[src/inc/hrs_pkg.sv]
package hrs_pkg;
  localparam int HRS_DEPTH = 16;
  localparam int HRS_WIDTH = 15;
  localparam int HRS_IDX_W = 5;
  localparam logic [4:0] HRS_IDX_EMPTY = 5'h1F;
  localparam logic [4:0] HRS_IDX_LAST = 5'h0F;
  // Register byte addresses
  localparam logic [7:0] HRS_OFF_INDEX = 8'h00;
  localparam logic [7:0] HRS_OFF_TOP_LOW = 8'h04;
  localparam logic [7:0] HRS_OFF_TOP_HIGH = 8'h08;
  localparam logic [7:0] HRS_OFF_STATUS = 8'h0C;
  localparam logic [7:0] HRS_OFF_MASK = 8'h10;
  localparam logic [7:0] HRS_OFF_CONFIG = 8'h14;
  // Status, mask and config bit positions
  localparam int HRS_BIT_OVF = 0;
  localparam int HRS_BIT_UNF = 1;
  localparam int HRS_BIT_CFG_RST = 0;
  localparam logic [1:0] HRS_MASK_RESET = 2'h0;
  localparam logic HRS_CFG_RESET = 1'h0;
  localparam logic [1:0] HRS_RESP_OKAY = 2'h0;
  localparam logic [1:0] HRS_RESP_SLVERR = 2'h2;
  typedef enum logic [1:0] {
    HRS_OP_NONE = 2'h0,
    HRS_OP_PUSH = 2'h1,
    HRS_OP_POP = 2'h2
  } hrs_op_type;
endpackage : hrs_pkg

[src/verilog/hrs_top.sv]
`timescale 1ns/1ns
// Operation
// The stack holds sixteen 15-bit entries outside program and data space.
// Call, call_via_w and interrupt vectoring push the program counter.
// Return, return_with_literal and return_from_interrupt pop into the program counter.
// Push and pop never touch pc_high_latch; only the pc and stack_index change.
// With overflow_reset_enable at 0 the stack wraps, the 17th push overwriting the first entry.
// Overflow and underflow always set overflow_flag and underflow_flag.
// top_entry_high and top_entry_low show and modify the entry picked by stack_index.
// Writing stack_index moves the top-entry window to the chosen entry.
// stack_index is five bits wide so that overflow and underflow can be seen.
// Push increments then writes; pop reads then decrements.
// Empty is 0x1F; first push gives 0x00 and a pop from there gives 0x1F.
// With overflow_reset_enable at 1 overflow or underflow requests a device reset and records the cause.
// Overflow is a push at index 15; underflow is a pop at the empty value.
module hrs_top
  import hrs_pkg::*;
(
  input wire logic clk,
  input wire logic rstn,
  input wire logic push_req,
  input wire logic pop_req,
  input wire logic [14:0] pc_in,
  output logic [14:0] pc_out,
  output logic pc_load,
  output logic stack_reset_req,
  output logic [1:0] power_control_status,
  output logic irq,
  input wire logic [7:0] s_axi_awaddr,
  input wire logic s_axi_awvalid,
  output logic s_axi_awready,
  input wire logic [31:0] s_axi_wdata,
  input wire logic [3:0] s_axi_wstrb,
  input wire logic s_axi_wvalid,
  output logic s_axi_wready,
  output logic [1:0] s_axi_bresp,
  output logic s_axi_bvalid,
  input wire logic s_axi_bready,
  input wire logic [7:0] s_axi_araddr,
  input wire logic s_axi_arvalid,
  output logic s_axi_arready,
  output logic [31:0] s_axi_rdata,
  output logic [1:0] s_axi_rresp,
  output logic s_axi_rvalid,
  input wire logic s_axi_rready
);
  // One-hot register select, shared by the write and read paths
  function automatic logic [5:0] reg_sel(input logic [7:0] a);
    reg_sel[0] = (a == HRS_OFF_INDEX);
    reg_sel[1] = (a == HRS_OFF_TOP_LOW);
    reg_sel[2] = (a == HRS_OFF_TOP_HIGH);
    reg_sel[3] = (a == HRS_OFF_STATUS);
    reg_sel[4] = (a == HRS_OFF_MASK);
    reg_sel[5] = (a == HRS_OFF_CONFIG);
  endfunction : reg_sel

  function automatic logic known_addr(input logic [7:0] a);
    known_addr = |reg_sel(a);
  endfunction : known_addr

  logic [4:0] stack_index_r;
  logic [1:0] status_r;
  logic [1:0] mask_r;
  logic cfg_r;
  logic [14:0] pc_out_r;
  logic pc_load_r;
  logic reset_req_r;
  logic [1:0] power_control_status_r;
  logic irq_r;
  logic [14:0] top_data;

  // Write channel capture
  logic aw_held_r;
  logic w_held_r;
  logic [7:0] aw_addr_r;
  logic [31:0] w_data_r;
  logic [3:0] w_strb_r;
  logic bvalid_r;
  logic [1:0] bresp_r;
  logic rvalid_r;
  logic [31:0] rdata_r;
  logic [1:0] rresp_r;

  wire aw_take = s_axi_awvalid && !aw_held_r && !bvalid_r;
  wire w_take = s_axi_wvalid && !w_held_r && !bvalid_r;
  // Stack-side write waits out a push or pop; a sequencer busy every cycle stalls it
  wire [5:0] wr_sel = reg_sel(aw_addr_r);
  wire stack_op = push_req || pop_req;
  wire wr_stack = wr_sel[0] || wr_sel[1] || wr_sel[2];
  wire wr_fire = aw_held_r && w_held_r && !bvalid_r && !(stack_op && wr_stack);
  wire ar_take = s_axi_arvalid && !rvalid_r;
  wire wr_ok = known_addr(aw_addr_r);
  wire rd_ok = known_addr(s_axi_araddr);
  wire sw_idx_wr = wr_fire && (aw_addr_r == HRS_OFF_INDEX) && w_strb_r[0];
  wire sw_lo_wr = wr_fire && (aw_addr_r == HRS_OFF_TOP_LOW) && w_strb_r[0];
  wire sw_hi_wr = wr_fire && (aw_addr_r == HRS_OFF_TOP_HIGH) && w_strb_r[0];
  wire status_rd = ar_take && (s_axi_araddr == HRS_OFF_STATUS);
  wire mask_wr = wr_fire && w_strb_r[0] && wr_sel[4];
  wire cfg_wr = wr_fire && w_strb_r[0] && wr_sel[5];

  // Push wins if both asked; the sequencer never issues both
  wire op_push = push_req;
  wire op_pop = pop_req && !push_req;
  wire is_ovf = op_push && (stack_index_r == HRS_IDX_LAST);
  wire is_unf = op_pop && (stack_index_r == HRS_IDX_EMPTY);
  wire [4:0] idx_inc = (stack_index_r == HRS_IDX_LAST) ? 5'h00 : 5'(stack_index_r + 5'h01);
  wire [4:0] idx_dec = (stack_index_r == 5'h00) ? HRS_IDX_EMPTY :
                       (stack_index_r == HRS_IDX_EMPTY) ? HRS_IDX_LAST : 5'(stack_index_r - 5'h01);
  wire halt_op = cfg_r && (is_ovf || is_unf);

  // Entry write: push uses incremented index, software writes current one
  wire push_wr = op_push && !halt_op;
  wire [3:0] mem_widx = push_wr ? idx_inc[3:0] : stack_index_r[3:0];
  wire sw_top_wr = (sw_lo_wr || sw_hi_wr) && (stack_index_r != HRS_IDX_EMPTY);
  wire [14:0] sw_top_val = sw_lo_wr ? {top_data[14:8], w_data_r[7:0]} : {w_data_r[6:0], top_data[7:0]};
  wire mem_we = push_wr || sw_top_wr;
  wire [14:0] mem_wdata = push_wr ? pc_in : sw_top_val;

  hrs_store u_store (
    .clk(clk),
    .wr_en(mem_we),
    .wr_idx(mem_widx),
    .wr_data(mem_wdata),
    .rd_idx(stack_index_r[3:0]),
    .rd_data(top_data)
  );

  wire [4:0] idx_nxt = push_wr ? idx_inc :
                       (op_pop && !halt_op) ? idx_dec :
                       sw_idx_wr ? w_data_r[4:0] : stack_index_r;
  logic [1:0] ev;
  assign ev[HRS_BIT_OVF] = is_ovf;
  assign ev[HRS_BIT_UNF] = is_unf;
  wire [1:0] status_nxt = (status_rd ? 2'h0 : status_r) | ev;
  wire [31:0] rd_mux =
    (s_axi_araddr == HRS_OFF_INDEX) ? {27'h0, stack_index_r} :
    (s_axi_araddr == HRS_OFF_TOP_LOW) ? {24'h0, top_data[7:0]} :
    (s_axi_araddr == HRS_OFF_TOP_HIGH) ? {25'h0, top_data[14:8]} :
    (s_axi_araddr == HRS_OFF_STATUS) ? {30'h0, status_r} :
    (s_axi_araddr == HRS_OFF_MASK) ? {30'h0, mask_r} :
    (s_axi_araddr == HRS_OFF_CONFIG) ? {31'h0, cfg_r} : 32'h0;

  always_ff @(posedge clk or negedge rstn) begin
    if (!rstn) begin
      stack_index_r <= HRS_IDX_EMPTY;
      status_r <= 2'h0;
      pc_out_r <= 15'h0;
      pc_load_r <= 1'b0;
      reset_req_r <= 1'b0;
      power_control_status_r <= 2'h0;
      irq_r <= 1'b0;
    end else begin
      stack_index_r <= idx_nxt;
      status_r <= status_nxt;
      pc_out_r <= top_data;
      pc_load_r <= op_pop && !halt_op;
      reset_req_r <= halt_op;
      // Cause stays recorded until the next cause or until rstn clears it
      if (halt_op) begin
        power_control_status_r <= ev;
      end
      irq_r <= |(status_nxt & mask_r);
    end
  end

  // Config and mask
  always_ff @(posedge clk or negedge rstn) begin
    if (!rstn) begin
      mask_r <= HRS_MASK_RESET;
      cfg_r <= HRS_CFG_RESET;
    end else begin
      if (mask_wr) begin
        mask_r <= w_data_r[1:0];
      end
      if (cfg_wr) begin
        cfg_r <= w_data_r[HRS_BIT_CFG_RST];
      end
    end
  end

  // Write address and data may arrive in either order
  always_ff @(posedge clk or negedge rstn) begin
    if (!rstn) begin
      aw_held_r <= 1'b0;
      w_held_r <= 1'b0;
      aw_addr_r <= 8'h00;
      w_data_r <= 32'h0;
      w_strb_r <= 4'h0;
      bvalid_r <= 1'b0;
      bresp_r <= HRS_RESP_OKAY;
    end else begin
      if (aw_take) begin
        aw_held_r <= 1'b1;
        aw_addr_r <= s_axi_awaddr;
      end
      if (w_take) begin
        w_held_r <= 1'b1;
        w_data_r <= s_axi_wdata;
        w_strb_r <= s_axi_wstrb;
      end
      if (wr_fire) begin
        aw_held_r <= 1'b0;
        w_held_r <= 1'b0;
        bvalid_r <= 1'b1;
        bresp_r <= wr_ok ? HRS_RESP_OKAY : HRS_RESP_SLVERR;
      end else if (bvalid_r && s_axi_bready) begin
        bvalid_r <= 1'b0;
      end
    end
  end

  always_ff @(posedge clk or negedge rstn) begin
    if (!rstn) begin
      rvalid_r <= 1'b0;
      rdata_r <= 32'h0;
      rresp_r <= HRS_RESP_OKAY;
    end else if (ar_take) begin
      rvalid_r <= 1'b1;
      rdata_r <= rd_mux;
      rresp_r <= rd_ok ? HRS_RESP_OKAY : HRS_RESP_SLVERR;
    end else if (rvalid_r && s_axi_rready) begin
      rvalid_r <= 1'b0;
    end
  end

  // Ready pulses for one cycle after each capture, registered for clean outputs
  logic awready_r;
  logic wready_r;
  logic arready_r;
  always_ff @(posedge clk or negedge rstn) begin
    if (!rstn) begin
      awready_r <= 1'b0;
      wready_r <= 1'b0;
      arready_r <= 1'b0;
    end else begin
      awready_r <= 1'b0;
      wready_r <= 1'b0;
      arready_r <= 1'b0;
      if (aw_take) begin
        awready_r <= 1'b1;
      end
      if (w_take) begin
        wready_r <= 1'b1;
      end
      if (ar_take) begin
        arready_r <= 1'b1;
      end
    end
  end

  assign s_axi_awready = awready_r;
  assign s_axi_wready = wready_r;
  assign s_axi_arready = arready_r;
  assign s_axi_bvalid = bvalid_r;
  assign s_axi_bresp = bresp_r;
  assign s_axi_rvalid = rvalid_r;
  assign s_axi_rdata = rdata_r;
  assign s_axi_rresp = rresp_r;
  assign pc_out = pc_out_r;
  assign pc_load = pc_load_r;
  assign stack_reset_req = reset_req_r;
  assign power_control_status = power_control_status_r;
  assign irq = irq_r;
endmodule : hrs_top

[src/verilog/hrs_store.sv]
`timescale 1ns/1ns
module hrs_store
  import hrs_pkg::*;
(
  input wire logic clk,
  input wire logic wr_en,
  input wire logic [3:0] wr_idx,
  input wire logic [14:0] wr_data,
  input wire logic [3:0] rd_idx,
  output logic [14:0] rd_data
);
  // Kept apart from program and data space; contents survive reset
  logic [14:0] mem [HRS_DEPTH];
  always_ff @(posedge clk) begin
    if (wr_en) begin
      mem[wr_idx] <= wr_data;
    end
  end
  assign rd_data = mem[rd_idx];
endmodule : hrs_store

[config.mk]
export PLATFORM = sky130hd
export DESIGN_NAME = hrs_top
export DESIGN_NICKNAME = d
export VERILOG_FILES = /design/src/inc/hrs_pkg.sv /design/src/verilog/hrs_top.sv /design/src/verilog/hrs_store.sv
export SDC_FILE = /design/constraint.sdc
export NUM_CORES = 1
export LEC_CHECK = 0
export BUFFER_PORTS_ARGS = -buffer_cell sky130_fd_sc_hd__buf_2
export CAP_MARGIN = 20
export CELL_PAD_IN_SITES_DETAIL_PLACEMENT = 0
export CELL_PAD_IN_SITES_GLOBAL_PLACEMENT = 1
export CORE_ASPECT_RATIO = 0.7
export CORE_MARGIN = 2
export CORE_UTILIZATION = 45
export CTS_CLUSTER_DIAMETER = 40
export DETAILED_ROUTE_END_ITERATION = 10
export GPL_ROUTABILITY_DRIVEN = 1
export PLACE_DENSITY = 0.86
export SYNTH_ARGS = -nofsm -noshare
export SYNTH_HDL_FRONTEND = slang
export SYNTH_HIERARCHICAL = 1
export SYNTH_SLANG_ARGS = --single-unit
[constraint.sdc]
create_clock -name clk -period 3.7 [get_ports clk]
set_input_delay 0.185 -clock clk [delete_from_list [all_inputs] [get_ports clk]]
set_output_delay 0.185 -clock clk [all_outputs]
set_load 0.01 [all_outputs]
==> metrics.md <==
| Metric | Value |
|---|---|
| Overall Power | `11.5 mW` |
| 1st-pass router iterations | `5` |
| Minimum clock period | `~3.3 ns` |
| Max_cap viols | `0` |
| Lkg Pwr | `approximately 5.4 nW` |
| Status | `finished, violations left` |
| First-pass GRT wire length | `44.5 mm` |
| Worst Max-Slew Pin Slew | `between 1 and 1.5 ns` |
| FF-to-FF Start | `stack_index_r[0]` |
| CP startpoint kind | `flop` |
| Post-route clock skew | `about 0.016 ns` |
| Min-delay src | `pc_in[4]` |
| Clk buf depth | `3` |
| Die area | `0.0295 mm²` |
| Min-delay worst type | `input pin to flop` |
| Number of buffers created by CTS | `28` |
| Via/cell ratio | `5.76` |
| Ratio of final minimum period to clock period | `0.899` |
| Area grow syn2layout | `17.3%` |
| Critical setup path kind | `flop to flop` |
| Drt first-iter violations | `between 700 and 800` |
| Slew HR | `0.303` |
| Post-route ant nets | `0` |
| Final setup fails | `0` |
| Synth warn | `6` |
| Met2 usage | `0.304` |
| Met1 GRT Util | `0.313` |
| Failing checks | `negative hold slack` |
| Avg WL per Cell | `roughly 23 µm` |
| Via count | `about 7,500` |
| Reg2Reg Depth | `9` |
| Nets | `982` |
| Number of port buffers | `83` |
| Pre-CTS WS | `between 0.3 and 0.4 ns` |
| Crit path DAT | `3.55 ns` |
| Sink Count | `304` |
| Fraction of registers with async set/reset | `0.211` |
| Initial Util | `0.457` |
| GR peak layer | `met1` |
| Final slew viol count | `0` |
| Share of layout cells above drive strength 1 | `0.286` |
| Final Hold Fails | `1` |
| Diodes inserted | `0` |
| DRC viols | `0` |
| Met3 usage | `0.0579` |
| Total grt overflow | `0` |
| RR Endpoint | `u_store/mem[0][10]` |
| Clock Latency Late Sink | `around 0.54 ns` |
| Register area share after synthesis | `0.695` |
| Min Hold Slack | `-0.00643 ns` |
| Core Footprint | `~0.028 mm²` |
| Setup bufs post-CTS | `0` |
| Layout fillers | `between 2,000 and 2,500` |
| Worst Hold Endpoint | `u_store/mem[12][4]` |
| Post-Syn Area | `0.0127 mm²` |
| Number of synthesized flops with an enable pin | `240` |
| PnR worst setup slack | `roughly 0.37 ns` |
| Rows | `51` |
| #FFs+latches synth | `between 300 and 400` |
| VDD IR max | `0.421 mV` |
| CTS tree | `done` |
| RePlAce Congestion | `between 0.8 and 0.9` |
| Top_reg_cell synth | `edfxtp_1` |
| Worst R2R Setup Slack | `0.37 ns` |
| Overall routing resource usage | `0.207` |
| Syn avg cell area | `16.7 µm²` |
| Critical Path RT | `roughly 3.9 ns` |
| Root Driver | `clkbuf_16` |
| Final HPWL DP | `20.0 mm` |
| Die Y | `between 100 and 150 µm` |
| # IOs | `137` |
| Critical-path maximum fanout | `15` |
| FMAX | `between 0.3 and 0.4 GHz` |
| Detailed Route WL | `slightly above 30 mm` |
| Initial antenna violation count | `0` |
| Hold depth | `3` |
| RSZ-0062 raised after global routing | `no` |
| Synth Instances | `roughly 760` |
| H-tree depth | `1` |
| Setup TNS | `0 ns` |
| Power density over the cells | `between 700 and 800 mW/mm²` |
| Number of global-route vias before repair | `between 6,000 and 7,000` |
| CTS clk-pin slew, worst paths | `approximately 0.06 ns` |
| Yosys cell types | `60` |
| Chip width | `roughly 200 µm` |
| Largest net degree at the start of global routing | `between 60 and 70` |
| CP Capture Type | `flop` |
-- metal layers --
| metal | up-vias | part of all wire |
|---|---|---|
| met5 | - | 0 |
| met4 | 0 | 0.012 |
| met3 | 34 | 0.12 |
| met2 | 397 | 0.44 |
| met1 | 3791 | 0.43 |
| li1 | 3247 | - |
-- logic make-up (layout without fill, tap and decap cells) --
logic type	count (synthesis)	after routing	share of synthesized area
other cells	1	26	0.000296
flops	304	304	0.695
compound gates	126	126	0.0637
xor+xnor	4	4	0.00276
mux	95	95	0.141
simple gates	150	150	0.0584
fa+ha+maj	2	2	0.00197
buf+inv	75	219	0.0364
-- where the power goes --
part | internal (mW) | leakage, nW | switching, mW
clock network | 1.74 | 0.472 | 1.26
registers | 4.59 | 2.96 | 0.385
logic | 1.44 | 1.96 | 2.11
total | 7.77 | 5.39 | 3.76
-- state kept, by name (all words and copies together), names as in the netlist, 2 cells and up --
signal and count:
aw_addr_r 8, mask_r 2, pc_out 15, power_control_status 2, s_axi_rdata 8, stack_index_r 5
status_r 2, u_store/mem 240, w_data_r 8
-- layout by cell type, fill, tap and decap left out, types with 3 or more instances in the layout --
cell type / instances
dlygate4sd3_1: 21
o21ai_0: 23
clkbuf_16: 29
buf_2: 83
o2bb2ai_1: 4
o31ai_1: 3
nand4_1: 4
clkinv_2: 6
buf_4: 48
clkinv_4: 3
inv_1: 11
a31oi_1: 6
a21oi_1: 16
o21a_1: 3
a32oi_1: 3
mux2i_1: 15
nand2_1: 57
a22oi_1: 32
dfstp_2: 4
conb_1: 26
clkinvlp_4: 4
o21ai_1: 18
nor2b_1: 15
nand3_1: 10
nand2b_1: 4
nor2_1: 30
o221ai_1: 3
nor3_1: 5
dfrtp_1: 59
mux4_2: 44
mux2_2: 18
nor3_2: 6
mux4_1: 16
edfxtp_1: 240
bufinv_16: 4
o22ai_1: 3
-- how the worst max path moves through the flow --
stage,from,end,slack (ns),depth (start not counted)
3_5_place_dp,stack_index_r[0],u_store/mem[7][6],0.38,6
5_1_grt,stack_index_r[0],u_store/mem[0][7],0.24,9
6_report,stack_index_r[0],u_store/mem[0][10],0.37,9
4_1_cts,stack_index_r[0],u_store/mem[0][6],0.38,6
3_3_place_gp,stack_index_r[0],u_store/mem[13][14],0.52,8
2_1_floorplan,stack_index_r[0],u_store/mem[0][0],0.17,9
-- synth_stat cells (all sizes together), types with 2 or more instances --
| cell type | number | area [µm²] |
|---|---|---|
| a21oi | 16 | 80.1 |
| xnor2 | 2 | 17.5 |
| o221ai | 3 | 26.3 |
| a21o | 2 | 15.0 |
| o21a | 3 | 22.5 |
| a31oi | 6 | 37.5 |
| dfstp | 5 | 131 |
| nor4 | 2 | 12.5 |
| nand3b | 2 | 15.0 |
| nor2 | 31 | 116 |
| nor2b | 15 | 93.8 |
| a21boi | 2 | 15.0 |
| clkbuf | 20 | 75.1 |
| nand2b | 4 | 25.0 |
| o21ai | 42 | 210 |
| edfxtp | 240 | 7210 |
| a32oi | 3 | 26.3 |
| and4b | 2 | 20.0 |
| xor2 | 2 | 17.5 |
| nand2 | 58 | 220 |
| nand3 | 10 | 50.1 |
| o22ai | 3 | 18.8 |
| o211ai | 2 | 15.0 |
| mux2 | 20 | 225 |
| o31ai | 3 | 22.5 |
| o2bb2ai | 4 | 35.0 |
| or2 | 2 | 12.5 |
| nor3 | 11 | 65.1 |
| mux4 | 60 | 1410 |
| inv | 11 | 41.3 |
| dfrtp | 59 | 1480 |
| ha | 2 | 25.0 |
| nand4 | 5 | 37.5 |
| buf | 44 | 345 |
| mux2i | 15 | 150 |
| a22oi | 32 | 240 |
-- worst max-delay path, cell delays in order (launching register included) --
cell	delay, ns
dfstp_4	0.64
ha_1	0.33
nand3_1	0.29
o21ai_1	0.42
nor2_1	0.11
o21ai_0	0.17
nand2_1	0.13
or3b_2	0.52
nor3_2	0.12
buf_4	0.29
-- metrics by stage --
stage / std cells / cell area, µm² / hold WS [ns] / util
6_report: 1297 / 14900 / -0.00643 / 0.536
4_1_cts: 1290 / 14800 / 0.00333 / 0.533
5_1_grt: 1297 / 14900 / 0.0160 / 0.536
3_5_place_dp: 1217 / 13600 / 0.297 / 0.491
2_1_floorplan: 782 / 12800 / -0.111 / -
3_3_place_gp: 1216 / 13600 / 0.295 / 0.490
-- repair_timing --
action | CTS | global route
setup endpoints to repair | 0 | 0
endpoints found under the hold margin | 55 | 0
hold buffers | 21 | 0
gates resized for setup | 0 | 0
-- cell type report --
type / count / area (µm²) / area share
flip-flops and latches: 304 / 8820 / 0.593
multi-input cells: 403 / 3520 / 0.237
repair buffers: 156 / 1050 / 0.0705
clock buffers: 31 / 743 / 0.0500
well taps: 371 / 464 / 0.0312
clock inverters: 21 / 234 / 0.0157
inverters: 11 / 41.3 / 0.00278
Power figures use the tool's default switching activity.
